[src/logic/cam_regs_consts.svh]
`ifndef CAM_REGS_CONSTS_SVH
`define CAM_REGS_CONSTS_SVH

// Register select codes on the address/control bus
`define REG_CODE_CONFIG       2'h0
`define REG_CODE_STATUS       2'h1
`define REG_CODE_NEXT_FREE    2'h2
`define REG_CODE_DEV_SELECT   2'h3

// Configuration field positions
`define CFG_MASK_HI           31
`define CFG_MASK_LO           29
`define CFG_MODE_HI           27
`define CFG_MODE_LO           26
`define CFG_LPF_BIT           25
`define CFG_PAGE_HI           3
`define CFG_PAGE_LO           0

// Status field positions
`define STS_HIT_BIT           30
`define STS_MULTI_BIT         29
`define STS_FULL_BIT          28
`define STS_TYPE_HI           25
`define STS_TYPE_LO           24
`define STS_PAGE_HI           19
`define STS_PAGE_LO           16
`define STS_ADDR_HI           12
`define STS_ADDR_LO           0

// Device select field positions
`define DSEL_EN_BIT           8
`define DSEL_CODE_HI          3
`define DSEL_CODE_LO          0

// Reset values
`define RST_MASK_SRC          3'h0
`define RST_CTRL_MODE         2'h3
`define RST_LOW_PRIO          1'h1
`define RST_PAGE              4'hf
`define RST_SEL_EN_N          1'h1
`define RST_SEL_CODE          4'hf

`endif

[src/logic/cam_regs_pkg.sv]
package cam_regs_pkg;

    typedef enum logic [1:0] {
        MODE_HARDWARE  = 2'h0,
        MODE_RSVD_1    = 2'h1,
        MODE_RSVD_2    = 2'h2,
        MODE_SOFTWARE  = 2'h3
    } ctrl_mode_e;

    typedef enum logic [1:0] {
        ADDR_TYPE_MATCH  = 2'h0,
        ADDR_TYPE_MEMORY = 2'h1,
        ADDR_TYPE_RSVD   = 2'h2,
        ADDR_TYPE_RESET  = 2'h3
    } addr_type_e;

    typedef enum {
        BUS_IDLE,
        BUS_READ,
        BUS_WAIT_END
    } bus_state_e;

    // Configuration fields
    typedef struct packed {
        logic [2:0] mask_source;
        ctrl_mode_e ctrl_mode;
        logic       low_priority_flag;
        logic [3:0] page_code;
    } config_s;

    // Device select fields
    typedef struct packed {
        logic       select_enable_n;
        logic [3:0] select_code;
    } dev_select_s;

    // State reported by the compare engine
    typedef struct packed {
        logic        hit_flag_n;
        logic        multi_hit_flag_n;
        logic        array_full_flag_n;
        addr_type_e  addr_type;
        logic [12:0] current_location;
        logic [12:0] next_empty_location;
    } engine_status_s;

    // Pin-side bus bundle
    typedef struct packed {
        logic        chip_enable_n;
        logic        write_n;
        logic        addr_valid_qualifier_n;
        logic [1:0]  reg_code;
        logic [31:0] data;
    } bus_pins_s;

endpackage

[src/logic/cam_config_status_regs.sv]
`timescale 1ns/100ps
`include "cam_regs_consts.svh"

module cam_config_status_regs #(
    parameter int ADDR_W        = 13,
    parameter bit SMALL_VARIANT = 1'b0
) (
    // Clock and reset
    input  wire logic                             clk_sys,
    input  wire logic                             resetn,
    // Control and data pins
    input  wire cam_regs_pkg::bus_pins_s          bus_pins,
    output logic                           [31:0] dq_out,
    output logic                                  dq_oe,
    // Compare engine state
    input  wire cam_regs_pkg::engine_status_s     engine_status,
    // Configuration to the rest of the device
    output cam_regs_pkg::config_s                 config_fields,
    output logic                                  sw_control,
    output logic                                  device_selected
);

    localparam cam_regs_pkg::bus_pins_s PINS_IDLE = '{
        chip_enable_n:          1'b1,
        write_n:                1'b1,
        addr_valid_qualifier_n: 1'b0,
        reg_code:               2'h0,
        data:                   32'h0000_0000
    };

    cam_regs_pkg::bus_pins_s     pins_s;
    cam_regs_pkg::config_s       config_q;
    cam_regs_pkg::dev_select_s   dev_select_q;
    cam_regs_pkg::bus_state_e    bus_state_q;
    logic                        ce_prev_n_q;
    logic                        access_start;
    logic                        access_end;
    logic [1:0]                  target_code;
    logic                        sw_control_q;
    logic                        device_selected_q;
    logic [31:0]                 dq_out_q;
    logic                        dq_oe_q;
    logic                        write_access;
    logic                        read_access;
    logic                        config_write;
    logic                        dsel_write;
    logic [31:0]                 read_word;

    // Only the 13-bit location field is served
    if (ADDR_W != 13)
    begin : g_addr_check
        $error("cam_config_status_regs: address field is fixed at 13 bits");
    end

    // Every bus pin crosses through the same three-stage filter
    pin_sync #(
        .WIDTH ($bits(cam_regs_pkg::bus_pins_s)),
        .INIT  (PINS_IDLE)
    ) u_pin_sync (
        .clk_sys  (clk_sys),
        .resetn   (resetn),
        .async_in (bus_pins),
        .sync_out (pins_s)
    );

    // Location field, top bit held low on the small variant
    function automatic logic [12:0] location_field(input logic [12:0] loc);
        logic [12:0] v;
        v = loc;
        if (SMALL_VARIANT)
            v[12] = 1'b0;
        return v;
    endfunction

    // Only code 11 selects software control
    function automatic logic is_software_mode(input cam_regs_pkg::ctrl_mode_e mode);
        return mode == cam_regs_pkg::MODE_SOFTWARE;
    endfunction

    // Fields taken from a written word
    function automatic cam_regs_pkg::config_s config_from_data(input logic [31:0] d);
        cam_regs_pkg::config_s c;
        c.mask_source       = d[`CFG_MASK_HI:`CFG_MASK_LO];
        c.ctrl_mode         = cam_regs_pkg::ctrl_mode_e'(d[`CFG_MODE_HI:`CFG_MODE_LO]);
        c.low_priority_flag = d[`CFG_LPF_BIT];
        c.page_code         = d[`CFG_PAGE_HI:`CFG_PAGE_LO];
        return c;
    endfunction

    function automatic cam_regs_pkg::dev_select_s dsel_from_data(input logic [31:0] d);
        cam_regs_pkg::dev_select_s s;
        s.select_enable_n = d[`DSEL_EN_BIT];
        s.select_code     = d[`DSEL_CODE_HI:`DSEL_CODE_LO];
        return s;
    endfunction

    function automatic logic [31:0] config_word(input cam_regs_pkg::config_s c);
        logic [31:0] w;
        w = 32'h0000_0000;
        w[`CFG_MASK_HI:`CFG_MASK_LO] = c.mask_source;
        w[`CFG_MODE_HI:`CFG_MODE_LO] = c.ctrl_mode;
        w[`CFG_LPF_BIT]              = c.low_priority_flag;
        w[`CFG_PAGE_HI:`CFG_PAGE_LO] = c.page_code;
        return w;
    endfunction

    function automatic logic [31:0] status_word(input cam_regs_pkg::engine_status_s e,
                                                input logic [3:0] page);
        logic [31:0] w;
        w = 32'h0000_0000;
        w[`STS_HIT_BIT]   = e.hit_flag_n;
        w[`STS_MULTI_BIT] = e.multi_hit_flag_n;
        w[`STS_FULL_BIT]  = e.array_full_flag_n;
        w[`STS_TYPE_HI:`STS_TYPE_LO] = (e.addr_type == cam_regs_pkg::ADDR_TYPE_RSVD)
                                       ? cam_regs_pkg::ADDR_TYPE_RESET : e.addr_type;
        w[`STS_PAGE_HI:`STS_PAGE_LO] = page;
        w[`STS_ADDR_HI:`STS_ADDR_LO] = location_field(e.current_location);
        return w;
    endfunction

    function automatic logic [31:0] next_free_word(input cam_regs_pkg::engine_status_s e,
                                                   input logic [3:0] page);
        logic [31:0] w;
        w = 32'h0000_0000;
        w[`STS_PAGE_HI:`STS_PAGE_LO] = page;
        w[`STS_ADDR_HI:`STS_ADDR_LO] = location_field(e.next_empty_location);
        return w;
    endfunction

    function automatic logic [31:0] dev_select_word(input cam_regs_pkg::dev_select_s d);
        logic [31:0] w;
        w = 32'h0000_0000;
        w[`DSEL_EN_BIT]                = d.select_enable_n;
        w[`DSEL_CODE_HI:`DSEL_CODE_LO] = d.select_code;
        return w;
    endfunction

    // Access begins on the falling edge of the settled chip enable
    always_ff @(posedge clk_sys or negedge resetn)
    begin
        if (!resetn)
            ce_prev_n_q <= 1'b1;
        else
            ce_prev_n_q <= pins_s.chip_enable_n;
    end

    assign access_start = ce_prev_n_q && !pins_s.chip_enable_n;
    assign access_end   = pins_s.chip_enable_n;

    always_comb
    begin
        if (is_software_mode(config_q.ctrl_mode) && pins_s.addr_valid_qualifier_n)
            target_code = `REG_CODE_STATUS;
        else
            target_code = pins_s.reg_code;
    end

    // Writes commit once, at the start of an access
    assign write_access = access_start && !pins_s.write_n;
    assign read_access  = access_start && pins_s.write_n;
    assign config_write = write_access && (target_code == `REG_CODE_CONFIG);
    assign dsel_write   = write_access && (target_code == `REG_CODE_DEV_SELECT);

    always_ff @(posedge clk_sys or negedge resetn)
    begin
        if (!resetn)
        begin
            config_q.mask_source       <= `RST_MASK_SRC;
            config_q.ctrl_mode         <= cam_regs_pkg::ctrl_mode_e'(`RST_CTRL_MODE);
            config_q.low_priority_flag <= `RST_LOW_PRIO;
            config_q.page_code         <= `RST_PAGE;
        end
        else if (config_write)
            config_q <= config_from_data(pins_s.data);
    end

    // Device select register write
    always_ff @(posedge clk_sys or negedge resetn)
    begin
        if (!resetn)
        begin
            dev_select_q.select_enable_n <= `RST_SEL_EN_N;
            dev_select_q.select_code     <= `RST_SEL_CODE;
        end
        else if (dsel_write)
            dev_select_q <= dsel_from_data(pins_s.data);
    end

    // only code 11 is software control
    always_ff @(posedge clk_sys or negedge resetn)
    begin
        if (!resetn)
            sw_control_q <= 1'b1;
        else
            sw_control_q <= is_software_mode(config_q.ctrl_mode);
    end

    always_ff @(posedge clk_sys or negedge resetn)
    begin
        if (!resetn)
            device_selected_q <= 1'b0;
        else
            device_selected_q <= !dev_select_q.select_enable_n
                                 && (config_q.page_code == dev_select_q.select_code);
    end

    // Word presented for the register being read
    always_comb
    begin
        read_word = 32'h0000_0000;
        unique case (target_code)
            `REG_CODE_CONFIG:     read_word = config_word(config_q);
            `REG_CODE_STATUS:     read_word = status_word(engine_status, config_q.page_code);
            `REG_CODE_NEXT_FREE:  read_word = next_free_word(engine_status, config_q.page_code);
            `REG_CODE_DEV_SELECT: read_word = dev_select_word(dev_select_q);
        endcase
    end

    // Access sequencing
    always_ff @(posedge clk_sys or negedge resetn)
    begin
        if (!resetn)
            bus_state_q <= cam_regs_pkg::BUS_IDLE;
        else
        begin
            unique case (bus_state_q)
                cam_regs_pkg::BUS_IDLE:
                begin
                    if (read_access)
                        bus_state_q <= cam_regs_pkg::BUS_READ;
                    else if (write_access)
                        bus_state_q <= cam_regs_pkg::BUS_WAIT_END;
                end
                cam_regs_pkg::BUS_READ:
                begin
                    bus_state_q <= access_end ? cam_regs_pkg::BUS_IDLE : cam_regs_pkg::BUS_WAIT_END;
                end
                cam_regs_pkg::BUS_WAIT_END:
                begin
                    if (access_end)
                        bus_state_q <= cam_regs_pkg::BUS_IDLE;
                end
            endcase
        end
    end

    // Read data is captured once and held until the access ends
    always_ff @(posedge clk_sys or negedge resetn)
    begin
        if (!resetn)
        begin
            dq_out_q <= 32'h0000_0000;
            dq_oe_q  <= 1'b0;
        end
        else if (bus_state_q == cam_regs_pkg::BUS_READ)
        begin
            dq_out_q <= read_word;
            dq_oe_q  <= !access_end;
        end
        else if (bus_state_q == cam_regs_pkg::BUS_IDLE || access_end)
            dq_oe_q <= 1'b0;
    end

    assign dq_out          = dq_out_q;
    assign dq_oe           = dq_oe_q;
    assign config_fields   = config_q;
    assign sw_control      = sw_control_q;
    assign device_selected = device_selected_q;

endmodule // cam_config_status_regs

[src/logic/pin_sync.sv]
`timescale 1ns/100ps
module pin_sync #(
    parameter int              WIDTH = 1,
    parameter logic [WIDTH-1:0] INIT = '0
) (
    // Clock and reset
    input  wire logic             clk_sys,
    input  wire logic             resetn,
    // Pin side
    input  wire logic [WIDTH-1:0] async_in,
    // Clock domain side
    output logic      [WIDTH-1:0] sync_out
);

    logic [WIDTH-1:0] stage1_q;
    logic [WIDTH-1:0] stage2_q;
    logic [WIDTH-1:0] stage3_q;
    logic [WIDTH-1:0] sync_q;

    // Refuse a synchroniser with no bits
    if (WIDTH < 1)
    begin : g_width_check
        $error("pin_sync: WIDTH must be at least 1");
    end

    always_ff @(posedge clk_sys or negedge resetn)
    begin
        if (!resetn)
        begin
            stage1_q <= INIT;
            stage2_q <= INIT;
            stage3_q <= INIT;
        end
        else
        begin
            stage1_q <= async_in;
            stage2_q <= stage1_q;
            stage3_q <= stage2_q;
        end
    end

    // A bit changes only once the second and third stages agree
    always_ff @(posedge clk_sys or negedge resetn)
    begin
        if (!resetn)
            sync_q <= INIT;
        else
            for (int i = 0; i < WIDTH; i++)
                if (stage2_q[i] == stage3_q[i])
                    sync_q[i] <= stage3_q[i];
    end

    assign sync_out = sync_q;

endmodule // pin_sync

[config.mk]
export PLATFORM = sky130hd
export DESIGN_NAME = cam_config_status_regs
export DESIGN_NICKNAME = d
export VERILOG_FILES = /design/src/logic/cam_regs_pkg.sv /design/src/logic/cam_config_status_regs.sv /design/src/logic/pin_sync.sv
export VERILOG_INCLUDE_DIRS = /design/src /design/src/logic
export SDC_FILE = /design/constraint.sdc
export NUM_CORES = 1
export LEC_CHECK = 0
export BUFFER_PORTS_ARGS = -buffer_cell sky130_fd_sc_hd__buf_4
export CORE_AREA = 10 10 102 104
export CTS_CLUSTER_SIZE = 16
export DETAILED_ROUTE_END_ITERATION = 10
export DIE_AREA = 0 0 112 114
export HOLD_SLACK_MARGIN = 0.12
export PLACE_DENSITY = 0.77
export SYNTH_ARGS = -nofsm -noshare
export SYNTH_HDL_FRONTEND = slang
export SYNTH_SLANG_ARGS = --single-unit
[constraint.sdc]
create_clock -name clk_sys -period 2.23 [get_ports clk_sys]
set_clock_uncertainty 0.15 [all_clocks]
set_input_delay 0.446 -clock clk_sys [delete_from_list [all_inputs] [get_ports clk_sys]]
set_output_delay 0.446 -clock clk_sys [all_outputs]
set_load 0.05 [all_outputs]
---- Word-level counts from Yosys, hierarchy flattened ----
Cells that the tools add are included.
word-level totals
  output and inout bits ................... 45
  flip-flop bits (word level) ............. 210
  word-level logic and storage cells ...... 84
  input port bits ......................... 70
operators by class
  eq/ne operators ......................... 27
  reductions and logical operators ........ 16
  mux-type cells .......................... 10
operators by type and width
  cell                                                              count
  32-bit case mux with 4 select lines                               1
  32-bit two-way mux                                                3
  32-bit case mux with 3 select lines                               1
  32-bit by 2-bit == test with 1-bit output, second input constant  2
  32-bit zero test                                                  2
  32-bit by 1-bit == test with 1-bit output, second input constant  1
  1-bit == test                                                     16
  2-bit == test, second input constant                              4
  1-bit logical AND                                                 7
  2-bit two-way mux                                                 3
  4-bit == test                                                     1
  1-bit zero test                                                   3
  3-bit != test, second input constant                              1
  2-bit by 1-bit == test with 1-bit output, second input constant   1
  2-bit zero test                                                   1
  1-bit two-way mux                                                 2
  2-bit by 1-bit != test with 1-bit output, second input constant   1
  2-bit AND reduction                                               1
  2-bit nonzero test                                                1
  1-bit logical OR                                                  1

---- Longest topological paths before layout ----
  word-level depth ........................ 6
  gate-level depth with buffers ........... 7
  mapped depth without buffers ............ 6

---- Modules after synthesis ----
A second synthesis with hierarchy kept.
unflattened totals
  cell total of the unflattened synthesis .. 374
  area, all modules ....................... 6314.8 µm²
modules (own cells, without submodules)
  module                  cells an instance  times used  sequential area each (µm²)  area each (µm²)
  pin_sync                185                1           3713.6                      4130.2
  cam_config_status_regs  189                1           1168.6                      2184.6

---- Worst setup path before layout ----
OpenSTA, ideal clock, no wires.
  path kind ............................... reg2reg
  start point ............................. register config_q, in the netlist config_fields[5]
  end point ............................... register dq_out_q[0] (netlist: dq_out[0])
  library setup time ...................... 0.137 ns
  data required time ...................... 1.943 ns
  cell stages (with the launch flop) ...... 8
  buffers on the path ..................... 3
  path slack .............................. 0.329 ns
  data arrival time ....................... 1.614 ns
  period minus slack after synthesis ...... 1.901 ns
  cell sequence ........................... dfstp_2 -> and3_1 -> buf_6 -> a21o_1 -> buf_6 -> buf_6 -> mux2i_1 -> a21oi_1
on the way
  longest elaborated chain between the ends .. 5
  elaborated cells on any way between the ends .. 8
  classes of those cells .................. 4 x eq/ne; 2 x mux; 2 x reduce/logical
ends and longest elaborated chain
  item                                     RTL line                       RTL
  start: declaration                       cam_config_status_regs.sv:32   cam_regs_pkg::config_s config_q;
  start signal: assignment                 cam_config_status_regs.sv:174  config_q <= config_from_data(pins_s.data);
  2-bit == test (*)                        cam_config_status_regs.sv:77   return mode == cam_regs_pkg::MODE_SOFTWARE;
  1-bit logical AND (*)                    cam_config_status_regs.sv:152  if (is_software_mode(config_q.ctrl_mode) && pins_s.addr_valid_qualifier_n)
  2-bit two-way mux (*)                    cam_config_status_regs.sv:152
  2-bit == test (tied with other cells)    cam_config_status_regs.sv:211  unique case (target_code)
  32-bit case mux with 4 select lines (*)  cam_config_status_regs.sv:211
  end signal: assignment                   cam_config_status_regs.sv:257  dq_out_q <= read_word;
  end: declaration                         cam_config_status_regs.sv:41   logic [31:0] dq_out_q;
Mark *: on every way between the ends. The rest lies on a longest branch, timed or not. The select of a mux whose other input is x is not followed.
A chain may end at the register's enable or synchronous reset.

---- Final worst setup path ----
  start point ............................. register config_q, in the netlist config_fields[5]
  end point ............................... register config_q, in the netlist config_fields[9]
on the way
  longest elaborated chain between the ends .. 5
ends and longest elaborated chain
  item                       RTL line                       RTL
  2-bit == test              cam_config_status_regs.sv:77
  1-bit logical AND          cam_config_status_regs.sv:152
  2-bit two-way mux          cam_config_status_regs.sv:152
  2-bit zero test (no line)  -
  1-bit logical AND          cam_config_status_regs.sv:161  assign config_write = write_access && (target_code == `REG_CODE_CONFIG);
No other way between the ends.

==> results by group <==
Timing
  – Slew Viols, Final: 0
  – Final worst path period share: 0.885
  – F_max: 0.507 GHz
  – Final hold violation count: 0
  – Tightest Pin Transition: 553 ps
  – TNS Setup: 0 ps
  – Slew HR: 0.629
  – Tmin final: 1970 ps
  – Setup ws final: 257 ps
  – # setup viols final: 0
  – RSZ-0062 raised after global routing: no

Place
  – Area after DPL: 4830 sq um
  – GPL Wtd Cong: 0.764
  – HPWL Detailed: 5.84 mm
  – Setup WS pre-CTS: 236 ps
  – Port Buffers: 86

Power
  – Logic gate share of total power: 0.413
  – Power Dens Cells: 1310 nW/um^2
  – P_sw: 2.81 mW
  – Peak VDD IR: 0.442 mV
  – Seq pwr share: 0.415
  – P_leak: 2.39 nW
  – Clock Power Share: 0.171
  – Power Internal: 4.01 mW
  – Net Sw Frac: 0.412

Die
  – Die width: roughly 110 microns
  – Chip height: 114 microns
  – Starting Density: 0.479
  – Total core area: 8470 sq um
  – Row cnt: 34
  – IO Pins: roughly 120
  – Die area: 12,800 sq um

Logic synthesis
  – Cell taking the most area after synthesis: dfrtp_1
  – Post-synthesis sequential area ratio: 0.685
  – Post-synthesis xor/xnor area fraction: 0.00863
  – Synth cell types: 39
  – Area contributors post-synth: dfrtp_1, dfstp_2, mux2_2
  – Post-Synth Simple-Gate Area: 0.0478
  – Top FF cell, synth: dfrtp_1
  – Largest family of logic cells by synthesized area: multiplexers
  – Yosys warns: 0
  – Synthesis-stage register bit count: 110
  – Yosys top cell area share: 0.543
  – Syn_area_per_cell: between 10 and 15 sq um
  – Post-synthesis mux area share: 0.101
  – Syn Inst Count: 277
  – Compound-cell area share of the yosys netlist: 0.0663
  – Post-synth EDFFs: 0
  – Mapped cell area: a little over 4000 sq um
  – Ys async rst share: 1.00
  – Post-synthesis adder-cell area fraction: 0.0487

Detailed routing
  – Antenna Nets Post-Route: 0
  – DR vias/cell: 4.88
  – Starting DRT DRC Count: 95
  – Wire per inst: between 15 and 20 microns
  – Drt total wl: 7.92 mm
  – Via count: 2,442
  – DRC Markers: 0
  – Pre-Repair DR Iteration Count: 4

Final layout
  – Fill cells: 657
  – Ratio of cells with drive above 1 in the final layout: 0.413
  – Synth-to-layout area growth: 28.1%
  – Final Cell Area: 5200 sq um
  – # nets final: 460
  – ANT cells: 0

GRT
  – First-pass GRT wire length: 13.0 mm
  – Antenna violations before repair: 0
  – Largest net degree at the start of global routing: 48
  – GRT Total Usage: 0.125
  – Total congestion overflow: 0
  – Vias in the first global route: 2,665

Setup path
  – Crit Path Max Fanout: 10
  – CP endpoint kind: flip-flop
  – Worst Path Arrival: 2090 ps
  – Crit path required time: 2340 ps
  – Nature of the critical path startpoint: flip-flop
  – Critical path class: reg -> reg

Clock network
  – Post-CTS Resized: 0
  – Worst-case clock buffer depth: 2
  – Clock slew at reported path FFs: roughly 110 ps
  – CTS H-tree lvls: 3
  – CTS buffer count: 9
  – CTS Sinks: between 100 and 150
  – CTS tree: built
  – Later-pin clock latency in the skew report: 370 ps
  – Root Buffer Master: clkbuf_8

Job
  – # Max-Cap Violations: 0

Status
  – Status: finished clean

Worst hold path
  – Min-delay worst type: in -> reg
-- power by group through the flow --
stage	Clock, mW	Combinational, mW	Sequential (mW)
after detailed placement	0	2.83	2.87
after CTS	1.21	2.86	2.84
after global routing	1.29	3.00	2.90
after floorplan	0	0.928	3.88
after global placement	0	2.77	2.84
final	1.17	2.82	2.83
-- kinds of logic (layout without fill, tap and decap cells) --
| group | count (synthesis) | after routing |
|---|---|---|
| simple gates | 36 | 36 |
| other cells | 1 | 7 |
| xor+xnor | 4 | 4 |
| flops | 110 | 110 |
| compound gates | 40 | 40 |
| fa+ha+maj | 19 | 19 |
| mux | 36 | 36 |
| buf+inv | 31 | 140 |
-- per-layer routing --
layer / track usage / vias to the layer above / routed length [microns]
li1: - / 1161 / -
met1: 0.153 / 1203 / 3500
met2: 0.201 / 64 / 3840
met3: 0.0352 / 14 / 429
met4: 0.0601 / 0 / 148
met5: 0 / - / 0
-- area by class of cell --
class	instances	area, sq um	area share
clock buffers	10	138	0.0265
well taps	108	135	0.0260
multi-input cells	142	1130	0.218
repair buffers	109	898	0.173
inverters	15	56.3	0.0108
flip-flops and latches	110	2780	0.535
clock inverters	6	61.3	0.0118
-- state kept, by name, summed over array words and instances (netlist names) --
name,count
dq_out,25
u_pin_sync.stage1_q,16
u_pin_sync.stage2_q,16
u_pin_sync.stage3_q,16
u_pin_sync.sync_out,16
config_fields,10
dev_select_q,5
bus_state_q,2
ce_prev_n_q,1
device_selected,1
dq_oe,1
sw_control,1
-- through the flow --
stage,hold WS [ps],power (mW),std cells,util
4_1_cts,160,6.91,500,0.614
5_1_grt,165,7.19,500,0.614
6_report,162,6.82,500,0.614
3_3_place_gp,183,5.61,467,0.571
2_1_floorplan,0.409,4.80,283,-
3_5_place_dp,185,5.71,467,0.571
-- worst paths after layout --
check	from	endpoint	slack, ps	cells after the start
setup reg to reg	config_fields[5]	config_fields[9]	260	4
hold / removal	engine_status[28]	dq_out[28]	160	3
min in group asynchronous	resetn	dq_out[30]	330	2
max in group asynchronous	resetn	config_fields[6]	910	3
setup / recovery	config_fields[5]	config_fields[9]	260	4
hold reg to reg	u_pin_sync.stage1_q[0]	u_pin_sync.stage2_q[0]	210	0
-- what timing repair did --
item | in CTS | in global routing
endpoints found under the hold margin | 34 | 0
buffers inserted | 0 | 0
hold buffers | 17 | 0
-- Yosys cell counts, types with 3 or more instances --
library cell / count
a21oi_1: 11
buf_6: 3
o21ai_0: 6
nor2_1: 11
clkbuf_1: 3
mux2_2: 23
o22ai_1: 4
dfstp_2: 22
inv_1: 15
ha_1: 3
buf_4: 8
nand3_1: 6
xnor2_1: 3
a22o_1: 11
maj3_1: 16
mux2_4: 4
mux2i_1: 9
nand2_1: 7
dfrtp_1: 88
-- worst max-delay path, stage by stage, from the launching register on --
cell,delay [ps]
dfstp_2,580
and3_1,400
nor2_4,130
nand2_2,240
mux2_2,370
-- cell usage in the layout (no fill, tap or decap), types with 6 or more instances in the layout --
cell type / Yosys / final
a21oi_1: 11 / 11
a22o_1: 11 / 11
buf_4: 8 / 89
clkbuf_8: 0 / 10
conb_1: 1 / 7
dfrtp_1: 88 / 88
dfstp_2: 22 / 22
dlygate4sd3_1: 0 / 17
inv_1: 15 / 15
maj3_1: 16 / 16
mux2_2: 23 / 23
mux2i_1: 9 / 9
nand2_1: 7 / 7
nand3_1: 6 / 6
nor2_1: 11 / 11
o21ai_0: 6 / 6
No activity file was read; power rests on OpenSTA's default activity.
